$ cat config.mk
export PLATFORM = sky130hd
export DESIGN_NAME = apc_top
export DESIGN_NICKNAME = d
export VERILOG_FILES = /design/src/verilog/apc_pkg.sv /design/src/verilog/apc_sync2.sv /design/src/verilog/apc_div_apply.sv /design/src/verilog/apc_top.sv
export SDC_FILE = /design/constraint.sdc
export NUM_CORES = 1
export LEC_CHECK = 0
export BUFFER_PORTS_ARGS = -buffer_cell sky130_fd_sc_hd__buf_2
export CAP_MARGIN = 20
export CORE_AREA = 2 2 125 127
export DETAILED_ROUTE_END_ITERATION = 10
export DIE_AREA = 0 0 127 129
export GPL_ROUTABILITY_DRIVEN = 0
export SETUP_SLACK_MARGIN = 0.1
export SLEW_MARGIN = 20
export SYNTH_ARGS = -nofsm -noshare
export SYNTH_HDL_FRONTEND = slang
export SYNTH_HIERARCHICAL = 1
export SYNTH_SLANG_ARGS = --single-unit
$ cat constraint.sdc
create_clock -name mclk -period 2.4 [get_ports mclk]
set_input_delay 0.24 -clock mclk [delete_from_list [all_inputs] [get_ports mclk]]
set_output_delay 0.24 -clock mclk [all_outputs]
set_load 0.005 [all_outputs]
$ cat src/verilog/apc_pkg.sv
// register map, field layouts and reset values of the synthesiser configuration block
// shared by the register file, the divider-apply logic and the top
package apc_pkg;
   localparam logic [7:0] ADDR_DITHER_LOOP   = 8'h43;
   localparam logic [7:0] ADDR_UPDATE_CTRL   = 8'h44;
   localparam logic [7:0] ADDR_SOURCE_POWER  = 8'h45;
   localparam logic [7:0] ADDR_CLOCK_STATUS  = 8'h46;
   localparam logic [7:0] ADDR_FINE_HI       = 8'h41;
   localparam logic [7:0] ADDR_FINE_LO       = 8'h42;

   localparam logic [7:0] RST_DITHER_LOOP    = 8'h00;
   localparam logic [7:0] RST_UPDATE_CTRL    = 8'h00;
   localparam logic [7:0] RST_SOURCE_POWER   = 8'h00;
   localparam logic [7:0] RST_FINE           = 8'h00;

   // field positions
   localparam int DITHER_LSB      = 6;
   localparam int DIV_CHANGE_BIT  = 7;
   localparam int RATIO_TYPE_BIT  = 6;
   localparam int STROBE_BIT      = 5;
   localparam int STROBE_BYP_BIT  = 4;
   localparam int MANUAL_BIT      = 5;
   localparam int PWD_BIT         = 4;
   localparam int BYPASS_BIT      = 3;
   localparam int OSCILLATOR_POWERDOWN_BIT      = 2;
   localparam int BOOST_BIT       = 0;
   localparam int ST_BYPASS_BIT   = 3;
   localparam int ST_PWD_BIT      = 2;
   localparam int ST_OSC_BIT      = 1;
   localparam int ST_FREQ_BIT     = 0;

   // cycles the synthesiser is held down to apply a divider change
   localparam int          RELOCK_NS     = 100;
   localparam int          CLK_NS        = 10;
   localparam logic [3:0]  RELOCK_CYCLES = 4'(RELOCK_NS / CLK_NS);

   typedef enum logic [1:0] {DITHER_OFF, DITHER_TRI, DITHER_RECT, DITHER_RSV} apc_dither_e;

   typedef struct packed {
      logic [15:0] fineRatio;
      logic [3:0]  inputDivider;
      logic [5:0]  loopDivider;
      logic        ratioFractional;
   } apc_div_s;

   typedef struct packed {
      apc_dither_e ditherMode;
      logic        divChangeMode;
      logic        strobeBypass;
      logic        manualConfig;
      logic        synthPowerdown;
      logic        synthBypass;
      logic        oscPowerdown;
      logic        tripleOversample;
   } apc_ctrl_s;
endpackage

$ cat src/verilog/apc_sync2.sv
// two-flop synchroniser for a vector of asynchronous levels
// assumes the inputs are quasi-static levels
module apc_sync2 #(
   parameter int W = 4
) (
   input  wire logic         mclk,    // system clock
   input  wire logic         rstSync, // synchronised reset, active low
   input  wire logic         clkEn,   // freezes state when low
   input  wire logic [W-1:0] din,     // asynchronous levels
   output      logic [W-1:0] dout     // synchronised levels
);
   logic [W-1:0] meta_r;
   logic [W-1:0] meta_nxt;
   logic [W-1:0] dout_nxt;

   always_comb begin
      meta_nxt = clkEn ? din : meta_r;
      dout_nxt = clkEn ? meta_r : dout;
   end

   always_ff @(posedge mclk or negedge rstSync) begin
      if (!rstSync) begin
         meta_r <= '0;
         dout   <= '0;
      end else begin
         meta_r <= meta_nxt;
         dout   <= dout_nxt;
      end
   end
endmodule

$ cat src/verilog/apc_div_apply.sv
// applies pending divider settings to the synthesiser
// assumes pending settings come from the register file on the same clock
module apc_div_apply (
   input  wire logic              mclk,        // system clock
   input  wire logic              rstSync,     // synchronised reset, active low
   input  wire logic              clkEn,       // freezes state when low
   input  wire apc_pkg::apc_div_s pending,     // manual or automatic settings to apply
   input  wire logic              strobe,      // one-cycle apply pulse
   input  wire logic              strobeBypass,// apply without strobe
   input  wire logic              divChangeMode,// 0 = via power-down
   output      apc_pkg::apc_div_s applied,     // settings driving the synthesiser
   output      logic              applyHold    // synthesiser held down for the change
);
   logic              change;
   logic [3:0]        hold_r;
   logic [3:0]        hold_nxt;
   apc_pkg::apc_div_s applied_nxt;

   always_comb begin
      change      = (strobeBypass || strobe) && (pending != applied);
      applied_nxt = applied;
      hold_nxt    = hold_r;
      if (clkEn) begin
         if (hold_r != 4'h0)
            hold_nxt = hold_r - 4'h1;
         if (change) begin
            applied_nxt = pending;
            if (!divChangeMode)
               hold_nxt = apc_pkg::RELOCK_CYCLES;
         end
      end
   end

   always_ff @(posedge mclk or negedge rstSync) begin
      if (!rstSync) begin
         applied <= '0;
         hold_r  <= 4'h0;
      end else begin
         applied <= applied_nxt;
         hold_r  <= hold_nxt;
      end
   end

   assign applyHold = (hold_r != 4'h0);
endmodule

$ cat src/verilog/apc_top.sv
// register file and control of the audio clock synthesiser
// assumes a byte-wide register port in the mclk domain; analog status arrives asynchronously
// What this block does
// - dither field picks off, triangular or rectangular dither; code 11 reserved
// - divider change mode 0 applies changes through a synthesiser power-down
// - ratio type 0 integer, 1 fractional using the fine ratio word
// - divider strobe applies pending divider changes synchronously
// - strobe bypass 1 lets divider changes take effect without strobe
// - manual bit picks register fields, otherwise master clock select
// - power-down bit 1 puts the synthesiser into power-down
// - bypass bit 1 drives the system clock from the external pin
// - oscillator power-down bit 1 stops the internal oscillator
// - boost bit forces oversampling to three, otherwise input rate bits
// - status bits: bypass 3, power-down 2, oscillator lock 1, frequency check 0
// - manual output frequency: input times loop/(input+1) plus fine/65536
// - automatic configuration by default until manual bit is set
module apc_top (
   input  wire logic        mclk,              // system clock, 100 MHz
   input  wire logic        rst_n,             // asynchronous reset, active low
   input  wire logic        clkEn,             // freezes all state except the reset synchroniser when low
   input  wire logic [7:0]  regAddr,           // register address
   input  wire logic [7:0]  regWdata,          // write data
   input  wire logic        regWrite,          // write strobe
   input  wire logic        regRead,           // read strobe
   output      logic [7:0]  regRdata,          // read data
   input  wire logic [3:0]  masterClockSelect, // automatic setting selector
   input  wire logic [1:0]  inputRateBits,     // input rate oversampling select
   input  wire logic        oscLockAsync,      // oscillator lock, asynchronous
   input  wire logic        freqCheckAsync,    // input frequency check, asynchronous
   input  wire logic        synthBypassAsync,  // live bypass state, asynchronous
   input  wire logic        synthDownAsync,    // live power-down state, asynchronous
   output      logic [15:0] synthFine,         // fine ratio word to synthesiser
   output      logic [3:0]  synthInDiv,        // input divider to synthesiser
   output      logic [5:0]  synthLoopDiv,      // loop divider to synthesiser
   output      logic        synthFractional,   // fractional ratio enable
   output      logic [1:0]  synthDither,       // dither mode to synthesiser
   output      logic        synthPowerdown,    // synthesiser power-down
   output      logic        sysClkFromPin,     // system clock mux select
   output      logic        oscillatorPowerdown, // internal oscillator power-down
   output      logic [1:0]  oversampleFactor   // oversampling select, 3 = forced x3
);
   // reset release
   logic rstMeta_r;
   logic rstSync;
   always_ff @(posedge mclk or negedge rst_n) begin
      if (!rst_n) begin
         rstMeta_r <= 1'b0;
         rstSync   <= 1'b0;
      end else begin
         rstMeta_r <= 1'b1;
         rstSync   <= rstMeta_r;
      end
   end

   logic [7:0] fineHi_r, fineHi_nxt;
   logic [7:0] fineLo_r, fineLo_nxt;
   logic [7:0] ditherLoop_r, ditherLoop_nxt;
   logic [7:0] updateCtrl_r, updateCtrl_nxt;
   logic [7:0] sourcePower_r, sourcePower_nxt;
   logic       strobePulse;
   logic [7:0] rdata_nxt;
   logic [3:0] liveSync;
   apc_pkg::apc_ctrl_s ctrl;
   apc_pkg::apc_div_s  manualDiv;
   apc_pkg::apc_div_s  autoDiv;
   apc_pkg::apc_div_s  pendingDiv;
   apc_pkg::apc_div_s  appliedDiv;
   logic       applyHold;

   function automatic logic hit(input logic [7:0] a, input logic [7:0] target);
      hit = (a == target);
   endfunction

   always_comb begin
      fineHi_nxt      = fineHi_r;
      fineLo_nxt      = fineLo_r;
      ditherLoop_nxt  = ditherLoop_r;
      updateCtrl_nxt  = updateCtrl_r;
      sourcePower_nxt = sourcePower_r;
      strobePulse     = 1'b0;
      if (clkEn && regWrite) begin
         if (hit(regAddr, apc_pkg::ADDR_FINE_HI))
            fineHi_nxt = regWdata;
         if (hit(regAddr, apc_pkg::ADDR_FINE_LO))
            fineLo_nxt = regWdata;
         if (hit(regAddr, apc_pkg::ADDR_DITHER_LOOP))
            ditherLoop_nxt = regWdata;
         if (hit(regAddr, apc_pkg::ADDR_UPDATE_CTRL)) begin
            updateCtrl_nxt = regWdata & ~(8'h01 << apc_pkg::STROBE_BIT);
            strobePulse    = regWdata[apc_pkg::STROBE_BIT];
         end
         if (hit(regAddr, apc_pkg::ADDR_SOURCE_POWER))
            sourcePower_nxt = regWdata & 8'h3D;
      end
   end

   always_ff @(posedge mclk or negedge rstSync) begin
      if (!rstSync) begin
         fineHi_r      <= apc_pkg::RST_FINE;
         fineLo_r      <= apc_pkg::RST_FINE;
         ditherLoop_r  <= apc_pkg::RST_DITHER_LOOP;
         updateCtrl_r  <= apc_pkg::RST_UPDATE_CTRL;
         sourcePower_r <= apc_pkg::RST_SOURCE_POWER;
      end else begin
         fineHi_r      <= fineHi_nxt;
         fineLo_r      <= fineLo_nxt;
         ditherLoop_r  <= ditherLoop_nxt;
         updateCtrl_r  <= updateCtrl_nxt;
         sourcePower_r <= sourcePower_nxt;
      end
   end

   always_comb begin
      ctrl.ditherMode       = apc_pkg::apc_dither_e'(ditherLoop_r[apc_pkg::DITHER_LSB +: 2]);
      ctrl.divChangeMode    = updateCtrl_r[apc_pkg::DIV_CHANGE_BIT];
      ctrl.strobeBypass     = updateCtrl_r[apc_pkg::STROBE_BYP_BIT];
      ctrl.manualConfig     = sourcePower_r[apc_pkg::MANUAL_BIT];
      ctrl.synthPowerdown   = sourcePower_r[apc_pkg::PWD_BIT];
      ctrl.synthBypass      = sourcePower_r[apc_pkg::BYPASS_BIT];
      ctrl.oscPowerdown     = sourcePower_r[apc_pkg::OSCILLATOR_POWERDOWN_BIT];
      ctrl.tripleOversample = sourcePower_r[apc_pkg::BOOST_BIT];
   end

   always_comb begin
      manualDiv.fineRatio       = {fineHi_r, fineLo_r};
      manualDiv.inputDivider    = updateCtrl_r[3:0];
      manualDiv.loopDivider     = ditherLoop_r[5:0];
      manualDiv.ratioFractional = updateCtrl_r[apc_pkg::RATIO_TYPE_BIT];
      // automatic: integer ratio, loop divider is 8 plus the selector
      autoDiv.fineRatio       = 16'h0000;
      autoDiv.inputDivider    = 4'h0;
      autoDiv.loopDivider     = 6'h08 + {2'h0, masterClockSelect};
      autoDiv.ratioFractional = 1'b0;
      pendingDiv = ctrl.manualConfig ? manualDiv : autoDiv;
   end

   apc_div_apply u_apply (
      .mclk          (mclk),
      .rstSync       (rstSync),
      .clkEn         (clkEn),
      .pending       (pendingDiv),
      .strobe        (strobePulse),
      .strobeBypass  (ctrl.strobeBypass | ~ctrl.manualConfig),
      .divChangeMode (ctrl.divChangeMode),
      .applied       (appliedDiv),
      .applyHold     (applyHold)
   );

   apc_sync2 #(.W(4)) u_sync (
      .mclk    (mclk),
      .rstSync (rstSync),
      .clkEn   (clkEn),
      .din     ({synthBypassAsync, synthDownAsync, oscLockAsync, freqCheckAsync}),
      .dout    (liveSync)
   );

   // fine word only reaches the synthesiser in fractional mode
   assign synthFine       = appliedDiv.ratioFractional ? appliedDiv.fineRatio : 16'h0000;
   assign synthInDiv      = appliedDiv.inputDivider;
   assign synthLoopDiv    = appliedDiv.loopDivider;
   assign synthFractional = appliedDiv.ratioFractional;
   assign synthDither     = (ctrl.ditherMode == apc_pkg::DITHER_RSV) ? 2'h0 : ctrl.ditherMode;
   assign synthPowerdown  = ctrl.synthPowerdown | applyHold;
   assign sysClkFromPin   = ctrl.synthBypass;
   assign oscillatorPowerdown = ctrl.oscPowerdown;
   assign oversampleFactor = ctrl.tripleOversample ? 2'h3 : inputRateBits;

   always_comb begin
      rdata_nxt = regRdata;
      if (clkEn && regRead) begin
         unique case (1'b1)
            hit(regAddr, apc_pkg::ADDR_FINE_HI):      rdata_nxt = fineHi_r;
            hit(regAddr, apc_pkg::ADDR_FINE_LO):      rdata_nxt = fineLo_r;
            hit(regAddr, apc_pkg::ADDR_DITHER_LOOP):  rdata_nxt = ditherLoop_r;
            hit(regAddr, apc_pkg::ADDR_UPDATE_CTRL):  rdata_nxt = updateCtrl_r;
            hit(regAddr, apc_pkg::ADDR_SOURCE_POWER): rdata_nxt = sourcePower_r;
            hit(regAddr, apc_pkg::ADDR_CLOCK_STATUS): rdata_nxt = {4'h0, liveSync};
            default:                         rdata_nxt = 8'h00;
         endcase
      end
   end

   always_ff @(posedge mclk or negedge rstSync) begin
      if (!rstSync)
         regRdata <= 8'h00;
      else
         regRdata <= rdata_nxt;
   end
endmodule

==> summary.txt, run 1 <==
Critical path
  – Crit start category: register
  – Crit end category: register
  – R2R Setup Slk: -0.1 ns
  – WS Path Type: reg2reg
  – Data required, critical path: 2.63 ns
  – Worst R2R Start: sourcePower_r[5]
  – Worst-path maximum fanout: 6
  – Reg2Reg Depth: 9
  – Worst R2R End: u_apply/applied[7]
  – WP data arrival: 2.72 ns

Floorplanning
  – Chip width: 127 um
  – I/O Pins: 73
  – Die area: 0.0164 mm^2
  – Starting density of the core: 29.7%
  – Die Span Y: 129 um
  – Core ar.: 0.0150 mm^2
  – Num rows: 45

Place
  – Pre-CTS setup slack: -0.202 ns
  – Input/output buffers: 72
  – Hpwl dp: 8580 um

Logic synthesis
  – Yosys warnings: 6
  – Synth Instances: 368
  – Top-count cell post-synth: dfrtp_1
  – Seq/Total Area, Yosys: 47.8%
  – Synth top cells by count: dfrtp_1, mux2_2, and2_1
  – Unique cell type count in the Yosys netlist: 48
  – Primary FF master, synth: dfrtp_1
  – Post-synth EDFFs: 0
  – Post-synth top area cell: dfrtp_1
  – Post-synth top area share: 47.8%
  – Ranking of synthesized cells by area: dfrtp_1, mux2_2, and2_1
  – Mapped Nets: 400
  – Async set-reset flop share out of synthesis: 100%
  – Synthesized flop and latch total: 85
  – Synthesized area: 0.00445 mm^2
  – Syn Area/Cell: 12.1 um^2

Global route
  – First-pass GRT wire length: 18700 um
  – Largest net degree at the start of global routing: 47
  – Gr usage total: 15.0%
  – Number of global-route vias before repair: 3334
  – GR Overflow Total: 0
  – Antenna violations before repair: 0

Min path
  – Hold depth: 2
  – Hold Crit Class: in2reg
  – Hold Path Origin: synthBypassAsync
  – Hold worst-path end: u_sync/meta_r[3]

Timing
  – Rel. slew slack: 56.0%
  – RSZ-0062 raised after global routing: true
  – Final Max Tran Viols: 0
  – Final clock period utilization by the worst path: 104%
  – Final setup fails: 27
  – Worst-Margin Slew: 0.659 ns
  – Smallest setup slack after layout: -0.0999 ns
  – Final hold slack: 0.132 ns
  – Maximum operating frequency: 400 MHz
  – Clock skew: 0.00676 ns
  – Minimum clock period: 2.50 ns
  – Final hold vios: 0

Clock network
  – Clock buffer depth: 2
  – Root buffer cell: clkbuf_16
  – CTS tree: done
  – Clk_lat worst skew: 0.34 ns
  – CTS clk-pin slew, worst paths: 0.06 ns
  – Clk sink count: 85
  – H-tree depth: 3
  – Cts bufs inserted: 9

Run
  – Max-Cap Viols: 0

Routing
  – DR WL/cell: 18.2 um
  – Via density: 4.82
  – DRC viols: 0
  – Detail Route Antenna Nets: 0
  – Routed WL: 12000 um
  – Via count: 3167
  – DR pass1 iterations: 4
  – DRT iter0 DRCs: 141

Pwr
  – Leakage: 2.92 nW
  – Power density over the cells: 568 mW/mm^2
  – Worst IR drop on VDD: 0.000352 V

Cells and area
  – FILL cells: 1480
  – Layout cell share with drive strength beyond 1: 46.1%
  – Antenna diodes: 0
  – Area Growth Syn to Fin: 27.8%
  – Nets: 496

Run status
  – Failing checks: setup timing
  – Outcome: complete, but fails checks
-- through the flow --
step | area, um^2 | utilization [%] | total power [mW] | std cells | setup TNS (ns)
floorplan | 4480 | - | 1.76 | 368 | 0
global placement | 5140 | 34.3 | 1.88 | 630 | -3.48
detailed placement | 5140 | 34.3 | 1.89 | 630 | -5.21
CTS | 5600 | 37.4 | 3.24 | 656 | -1.82
global route | 5690 | 38.0 | 3.37 | 657 | -4.29
finish | 5690 | 38.0 | 3.23 | 657 | -1.75
-- worst max-delay path by stage --
stage	startpoint	to	slack [ns]	depth (start not counted)
floorplan	sourcePower_r[5]	u_apply/applied[15]	0.01	8
global placement	sourcePower_r[5]	u_apply/applied[4]	-0.14	9
detailed placement	sourcePower_r[5]	u_apply/applied[14]	-0.20	9
CTS	sourcePower_r[5]	u_apply/applied[15]	-0.09	10
global route	sourcePower_r[5]	u_apply/applied[7]	-0.19	9
finish	sourcePower_r[5]	u_apply/applied[7]	-0.1	9
-- cell families (layout without fill, tap and decap cells) --
kind of cell | after synthesis | count (layout) | synth area share [%]
simple gates | 110 | 110 | 16.0
mux | 88 | 88 | 22.6
flops | 85 | 85 | 47.8
compound gates | 34 | 34 | 5.34
xor+xnor | 27 | 27 | 5.31
buf+inv | 22 | 123 | 2.58
fa+ha+maj | 1 | 1 | 0.281
other cells | 1 | 1 | 0.0842
-- layer usage --
| metal | global-route usage [%] | part of all wire (%) |
|---|---|---|
| met5 | 0 | 0 |
| met4 | 5.88 | 2.3 |
| met3 | 2.79 | 2.7 |
| met2 | 24.5 | 50 |
| met1 | 19.8 | 45 |
-- layout make-up --
cell class / instances / area [um^2] / share of cell area, %
Timing Repair Buffer: 103 / 696 / 12.2
Clock inverter: 4 / 22.5 / 0.396
Multi-Input combinational cell: 261 / 2340 / 41.1
Sequential cell: 85 / 2130 / 37.4
Inverter: 4 / 15.0 / 0.264
Tap cell: 188 / 235 / 4.13
Clock buffer: 12 / 256 / 4.51
-- where the power goes --
part / internal (mW) / leakage, nW / switching, mW
logic: 0.195 / 1.65 / 0.174
registers: 1.49 / 1.13 / 0.0638
clock network: 0.752 / 0.138 / 0.560
total: 2.43 / 2.92 / 0.797
-- what timing repair did --
item / in CTS / in global routing
hold buffers: 1 / 0
endpoints found under the setup margin: 30 / 31
endpoints found under the hold margin: 2 / 0
cloned: 4 / 1
resized for setup: 19 / 21
buffers inserted: 5 / 0
pin swaps: 4 / 3
-- registers in the layout (all words and copies together) (netlist names) --
| register | cells |
|---|---|
| u_apply/hold_r | 4 |
| rstMeta_r | 1 |
| sourcePower_r | 5 |
| rstSync | 1 |
| u_apply/applied | 27 |
| u_sync/meta_r | 4 |
| u_sync/dout | 4 |
| fineLo_r | 8 |
| regRdata | 8 |
| fineHi_r | 8 |
| updateCtrl_r | 7 |
| ditherLoop_r | 8 |
-- cells in the final DEF (no fill, tap or decap), types with 4 or more instances in the layout --
master,netlist,routed
dfrtp_1,85,84
buf_2,4,74
mux2_2,69,47
and2_1,39,34
mux2_4,8,30
xor2_1,27,26
buf_4,0,17
nand2_1,13,13
mux2i_1,11,11
clkbuf_16,0,10
o21ai_0,10,9
a21oi_1,8,8
nor2b_1,7,7
nor2_1,7,7
buf_6,2,6
and2_4,0,5
nand2b_1,5,5
nand3_1,5,5
nor3_1,6,5
a22oi_1,5,5
inv_1,4,4
nor4_1,7,4
-- critical path, stage by stage, from the launching register on --
cell       delay, ns
dfrtp_1         0.40
buf_6           0.15
mux2_4          0.32
xor2_2          0.16
nor4_2          0.28
nand3_1         0.19
o221ai_4        0.24
buf_6           0.16
clkbuf_16       0.15
mux2_2          0.33
(Power assumes the default switching activity.)
==> inputs of run 2 (changes only) <==
Settings changed: SLEW_MARGIN 20 to not set, TNS_END_PERCENT set to 30.
==> summary.txt, run 2 (synthesized netlist as in run 1, its figures left out) <==
Routing
  – Detail Route Antenna Nets: 0 (unchanged)
  – DR pass1 iterations: 4 (unchanged)
  – DRT iter0 DRCs: 93 (was 141)
  – Via density: 4.86 (was 4.82)
  – Routed WL: 11100 um (was 12000 um)
  – DRC viols: 0 (unchanged)
  – Via count: 3151 (was 3167)
  – DR WL/cell: 17.1 um (was 18.2 um)

Min path
  – Hold Crit Class: in2reg (unchanged)
  – Hold Path Origin: synthBypassAsync (unchanged)

Pwr
  – Combinational power share: 9.4% (was 11.4%)
  – Cell internal pwr: 2.62 mW (was 2.43 mW)
  – Sw Ratio: 22.4% (was 24.7%)
  – Leakage: 2.81 nW (was 2.92 nW)
  – Portion of total power attributed to the clock network: 44.7% (was 40.6%)
  – Flop pwr share: 45.9% (was 48.0%)
  – Worst IR drop on VDD: 0.000269 V (was 0.000352 V)
  – Switching Power: 0.756 mW (was 0.797 mW)
  – Power density over the cells: 611 mW/mm^2 (was 568 mW/mm^2)

Global route
  – Gr usage total: 13.9% (was 15.0%)
  – Antenna violations before repair: 0 (unchanged)
  – First-pass GRT wire length: 17400 um (was 18700 um)
  – GR Overflow Total: 0 (unchanged)
  – Number of global-route vias before repair: 3272 (was 3334)
  – Largest net degree at the start of global routing: 47 (unchanged)

Timing
  – Minimum clock period: 2.49 ns (was 2.50 ns)
  – Smallest setup slack after layout: -0.0898 ns (was -0.0999 ns)
  – Rel. slew slack: 58.1% (was 56.0%)
  – Final clock period utilization by the worst path: 104% (about the same)
  – Maximum operating frequency: 402 MHz (was 400 MHz)
  – Clock skew: 0.00993 ns (was 0.00676 ns)
  – Final hold slack: 0.136 ns (was 0.132 ns)
  – Final setup fails: 27 (unchanged)
  – Fin Setup TNS: -1.98 ns (was -1.75 ns)
  – Final Max Tran Viols: 0 (unchanged)
  – RSZ-0062 raised after global routing: true (unchanged)
  – Final hold vios: 0 (unchanged)
  – Worst-Margin Slew: 0.628 ns (was 0.659 ns)

Floorplanning
  – Die Span Y: 129 um (unchanged)
  – Chip width: 127 um (unchanged)
  – Core ar.: 0.0150 mm^2 (unchanged)
  – Num rows: 45 (unchanged)
  – Starting density of the core: 29.7% (unchanged)
  – Die area: 0.0164 mm^2 (unchanged)
  – I/O Pins: 73 (unchanged)

Place
  – Input/output buffers: 72 (unchanged)
  – Hpwl dp: 8680 um (was 8580 um)
  – Inst Count DP: 632 (was 630)
  – DP Area: 0.00515 mm^2 (was 0.00514 mm^2)
  – Pre-CTS setup slack: -0.0932 ns (was -0.202 ns)

Clock network
  – Setup Fix Bufs, Post-CTS: 0 (was 5)
  – H-tree depth: 3 (unchanged)
  – Clock buffer depth: 2 (unchanged)
  – CTS clk-pin slew, worst paths: 0.06 ns (about the same)
  – Cts bufs inserted: 9 (unchanged)
  – Clk sink count: 85 (unchanged)
  – Root buffer cell: clkbuf_16 (unchanged)
  – Clk_lat worst skew: 0.34 ns (about the same)
  – CTS tree: done (unchanged)

Run
  – Max-Cap Viols: 0 (unchanged)

Cells and area
  – Area Growth Syn to Fin: 24.0% (was 27.8%)
  – Nets: 488 (was 496)
  – Layout cell share with drive strength beyond 1: 43.8% (was 46.1%)
  – Largest register by flop count: u_apply/applied (unchanged)
  – Fin cells: 649 (was 657)
  – Most frequent cells in the layout: dfrtp_1, buf_2, mux2_2 (unchanged)
  – Largest register FFs: 27 (unchanged)
  – Design Area, Final: 0.00552 mm^2 (was 0.00569 mm^2)
  – Most common cell after layout, fill and taps aside: dfrtp_1 (unchanged)
  – Antenna diodes: 0 (unchanged)
  – FILL cells: 1492 (was 1480)

Critical path
  – Crit end category: register (unchanged)
  – Critical-path cell list: buf_12 -> mux2_4 -> xor2_1 -> nor4_1 -> nand3_1 -> o221ai_4 -> buf_12 -> mux2_2 (was buf_6 -> mux2_4 -> xor2_2 -> nor4_2 -> nand3_1 -> o221ai_4 -> buf_6 -> clkbuf_16 -> mux2_2)
  – Most common cell on crit path: buf_12 (was buf_6)
  – CP max stage cell: dfrtp_1 (unchanged)
  – Crit start category: register (unchanged)
  – WS Path Type: reg2reg (unchanged)
  – CP Launch Point: sourcePower_r[5] (unchanged)
  – CP max stage delay: 0.41 ns (was 0.40 ns)
  – Worst R2R Start: sourcePower_r[5] (unchanged)
  – Data required, critical path: 2.62 ns (was 2.63 ns)
  – WP data arrival: 2.71 ns (was 2.72 ns)
  – Worst-path maximum fanout: 19 (was 6)

Run status
  – Failing checks: setup timing (unchanged)
  – Outcome: complete, but fails checks (unchanged)
run 2: cell count changes in the layout (fill, tap and decap cells not counted), sizes merged:
cell / change
buf: -7
bufinv: +2
clkinv: -3
run 2: worst paths after layout:
| check | end | slack [ns] | cells after the start |
|---|---|---|---|
| setup / recovery | u_apply/applied[18] | -0.09 | 8 |
| hold / removal | u_sync/meta_r[3] | 0.14 | 2 |
| setup reg to reg | u_apply/applied[18] | -0.09 | 8 |
| hold reg to reg | u_apply/applied[24] | 0.35 | 0 |
| max in group asynchronous | u_apply/applied[8] | 1.44 | 1 |
| min in group asynchronous | rstSync | 0.21 | 2 |
run 2: power by group through the flow:
stage          combinational, mW  sequential, mW  clock, mW
6_report                   0.318            1.55       1.51
5_1_grt                    0.349            1.56       1.61
4_1_cts                    0.315            1.55       1.55
3_5_place_dp               0.312            1.58          0
3_3_place_gp               0.305            1.57          0
2_1_floorplan              0.191            1.56          0
run 2: per-stage QoR:
step / utilization [%] / power (mW)
finish: 36.9 / 3.38
floorplan: - / 1.75
detailed placement: 34.4 / 1.89
global route: 36.9 / 3.52
CTS: 36.7 / 3.41
global placement: 34.4 / 1.88
run 2: metal layers:
layer / global-route usage, % / routed length [um] / vias up
met5: 0 / 0 / -
met4: 6.98 / 343 / 0
met3: 2.79 / 353 / 23
li1: - / - / 1487
met1: 17.0 / 4790 / 1575
met2: 23.6 / 5640 / 66
run 2: repair_timing:
item,in CTS,in global routing
pin swaps,0,1
hold buffers,1,0
setup endpoints to repair,29,30
hold endpoints to repair,2,0
gates resized for setup,3,4
gates cloned,0,0
run 2: final cells by class:
cell class                      count  area [um^2]  area share [%]
Inverter                            4         15.0           0.272
Sequential cell                    85         2130            38.6
Tap cell                          188          235            4.26
Multi-Input combinational cell    261         2240            40.6
Clock inverter                      3         67.6            1.22
Clock buffer                       13          260            4.71
Timing Repair Buffer               95          573            10.4
run 2: worst max-delay path: cells and delay by family, from the launching register on:
| kind | cells | cell delay [ns] |
|---|---|---|
| buf+inv | 2 | 0.36 |
| mux | 2 | 0.66 |
| simple gates | 2 | 0.51 |
| compound gates | 1 | 0.27 |
| xor+xnor | 1 | 0.16 |
| flops | 1 | 0.41 |
==> inputs of run 3 (changes only) <==
Settings changed: REMOVE_ABC_BUFFERS set to 1.
==> summary.txt, run 3 (synthesized netlist as in run 1, its figures left out) <==
Clock network
  – Root buffer cell: clkbuf_16 (unchanged)
  – CTS clk-pin slew, worst paths: 0.07 ns (was 0.06 ns)
  – Clk_lat worst skew: 0.35 ns (was 0.34 ns)
  – Clk sink count: 85 (unchanged)
  – H-tree depth: 3 (unchanged)
  – Cts bufs inserted: 9 (unchanged)
  – Clock buffer depth: 2 (unchanged)
  – CTS tree: done (unchanged)

Place
  – Pre-CTS setup slack: -0.308 ns (was -0.0932 ns)
  – Hpwl dp: 8660 um (was 8680 um)
  – Inst Count DP: 633 (was 632)
  – Input/output buffers: 72 (unchanged)

Run
  – Max-Cap Viols: 0 (unchanged)

Cells and area
  – Most common cell after layout, fill and taps aside: dfrtp_1 (unchanged)
  – Final core occ: 38.1% (was 36.9%)
  – Largest register FFs: 27 (unchanged)
  – Layout cell share with drive strength beyond 1: 44.3% (was 43.8%)
  – Largest register by flop count: u_apply/applied (unchanged)
  – Most frequent cells in the layout: dfrtp_1, buf_2, mux2_2 (unchanged)
  – Nets: 494 (was 488)
  – Antenna diodes: 0 (unchanged)
  – Area Growth Syn to Fin: 28.0% (was 24.0%)
  – Fin cells: 655 (was 649)

Pwr
  – Portion of total power attributed to the clock network: 42.2% (was 44.7%)
  – Leakage: 2.92 nW (was 2.81 nW)
  – Flop pwr share: 46.8% (was 45.9%)
  – Power density over the cells: 581 mW/mm^2 (was 611 mW/mm^2)
  – Cell internal pwr: 2.52 mW (was 2.62 mW)
  – Worst IR drop on VDD: 0.000303 V (was 0.000269 V)
  – Sw Ratio: 24.0% (was 22.4%)
  – Switching Power: 0.796 mW (was 0.756 mW)
  – Combinational power share: 11.0% (was 9.4%)

Timing
  – Final setup fails: 30 (was 27)
  – Minimum clock period: 2.62 ns (was 2.49 ns)
  – Fin Setup TNS: -5.60 ns (was -1.98 ns)
  – Smallest setup slack after layout: -0.219 ns (was -0.0898 ns)
  – Final hold vios: 0 (unchanged)
  – Rel. slew slack: 52.0% (was 58.1%)
  – RSZ-0062 raised after global routing: true (unchanged)
  – Worst-Margin Slew: 0.720 ns (was 0.628 ns)
  – Final Max Tran Viols: 0 (unchanged)
  – Maximum operating frequency: 382 MHz (was 402 MHz)
  – Final hold slack: 0.130 ns (was 0.136 ns)
  – Final clock period utilization by the worst path: 109% (was 104%)
  – Clock skew: 0.0105 ns (was 0.00993 ns)

Floorplanning
  – Die area: 0.0164 mm^2 (unchanged)
  – Core ar.: 0.0150 mm^2 (unchanged)
  – Chip width: 127 um (unchanged)
  – Die Span Y: 129 um (unchanged)
  – I/O Pins: 73 (unchanged)
  – Starting density of the core: 29.7% (unchanged)
  – Num rows: 45 (unchanged)

Routing
  – Routed WL: 11600 um (was 11100 um)
  – Via count: 3177 (was 3151)
  – DR pass1 iterations: 4 (unchanged)
  – DRT iter0 DRCs: 133 (was 93)
  – DRC viols: 0 (unchanged)
  – DR WL/cell: 17.7 um (was 17.1 um)
  – Detail Route Antenna Nets: 0 (unchanged)
  – Via density: 4.85 (was 4.86)

Critical path
  – Crit start category: register (unchanged)
  – Data required, critical path: 2.63 ns (was 2.62 ns)
  – Crit end category: register (unchanged)
  – Worst-path maximum fanout: 6 (was 19)
  – WP data arrival: 2.85 ns (was 2.71 ns)
  – WS Path Type: reg2reg (unchanged)

Global route
  – First-pass GRT wire length: 18400 um (was 17400 um)
  – Antenna violations before repair: 1 (was 0)
  – GR Overflow Total: 0 (unchanged)
  – Gr usage total: 14.8% (was 13.9%)
  – Largest net degree at the start of global routing: 52 (was 47)
  – Number of global-route vias before repair: 3349 (was 3272)

Run status
  – Failing checks: setup timing (unchanged)
  – Outcome: complete, but fails checks (unchanged)

Min path
  – Hold Crit Class: in2reg (unchanged)
-- run 3: path summary, 6_finish.rpt --
check	from	end	slack [ns]	cells after the start
max	sourcePower_r[5]	u_apply/applied[21]	-0.22	10
min	synthBypassAsync	u_sync/meta_r[3]	0.13	2
max reg2reg	sourcePower_r[5]	u_apply/applied[21]	-0.22	10
min reg2reg	rstMeta_r	rstSync	0.35	0
max in group asynchronous	rstSync	regRdata[4]	1.39	1
min in group asynchronous	rst_n	rstSync	0.21	2
-- run 3: layout make-up --
type,instances,area (um^2)
Clock inverter,4,47.5
Timing Repair Buffer,101,682
Inverter,4,15.0
Tap cell,188,235
Fill cell,1459,9280
Clock buffer,12,246
Multi-Input combinational cell,261,2340
Sequential cell,85,2130
-- run 3: critical path, stage by stage, from the launching register on --
cell and delay [ns]:
dfrtp_1 0.42, buf_6 0.15, buf_6 0.11, mux2_4 0.31, xor2_2 0.15, nor4_2 0.28
nand4_1 0.23, o221ai_4 0.24, buf_12 0.17, clkbuf_16 0.15, mux2_4 0.30
-- run 3: per-layer routing --
layer  vias to the layer above  GRT usage (%)  wire length (um)
li1                       1495              -                 -
met2                        83           23.9              5640
met4                         0           4.14               227
met3                        17           4.91               493
met5                         -              0                 0
met1                      1582           19.1              5240
-- run 3: metrics by stage --
stage	instance area (um^2)	power, mW
final	5700	3.31
after global routing	5700	3.45
after CTS	5550	3.33
after detailed placement	5160	1.90
after global placement	5160	1.89
after floorplan	4350	1.72
-- run 3: timing repair --
item                       CTS  global route
hold endpoints to repair     2             0
pin swaps                    4             3
cloned                       0             3
setup endpoints to repair   31            30
buffers inserted             0             2
hold buffers                 1             0
resized for setup           22            17
-- run 3: power by group through the flow --
stage	Clock [mW]	Sequential, mW	Combinational (mW)
final	1.40	1.55	0.366
after global routing	1.49	1.56	0.397
after CTS	1.44	1.55	0.336
after detailed placement	0	1.58	0.318
after global placement	0	1.57	0.311
after floorplan	0	1.57	0.160
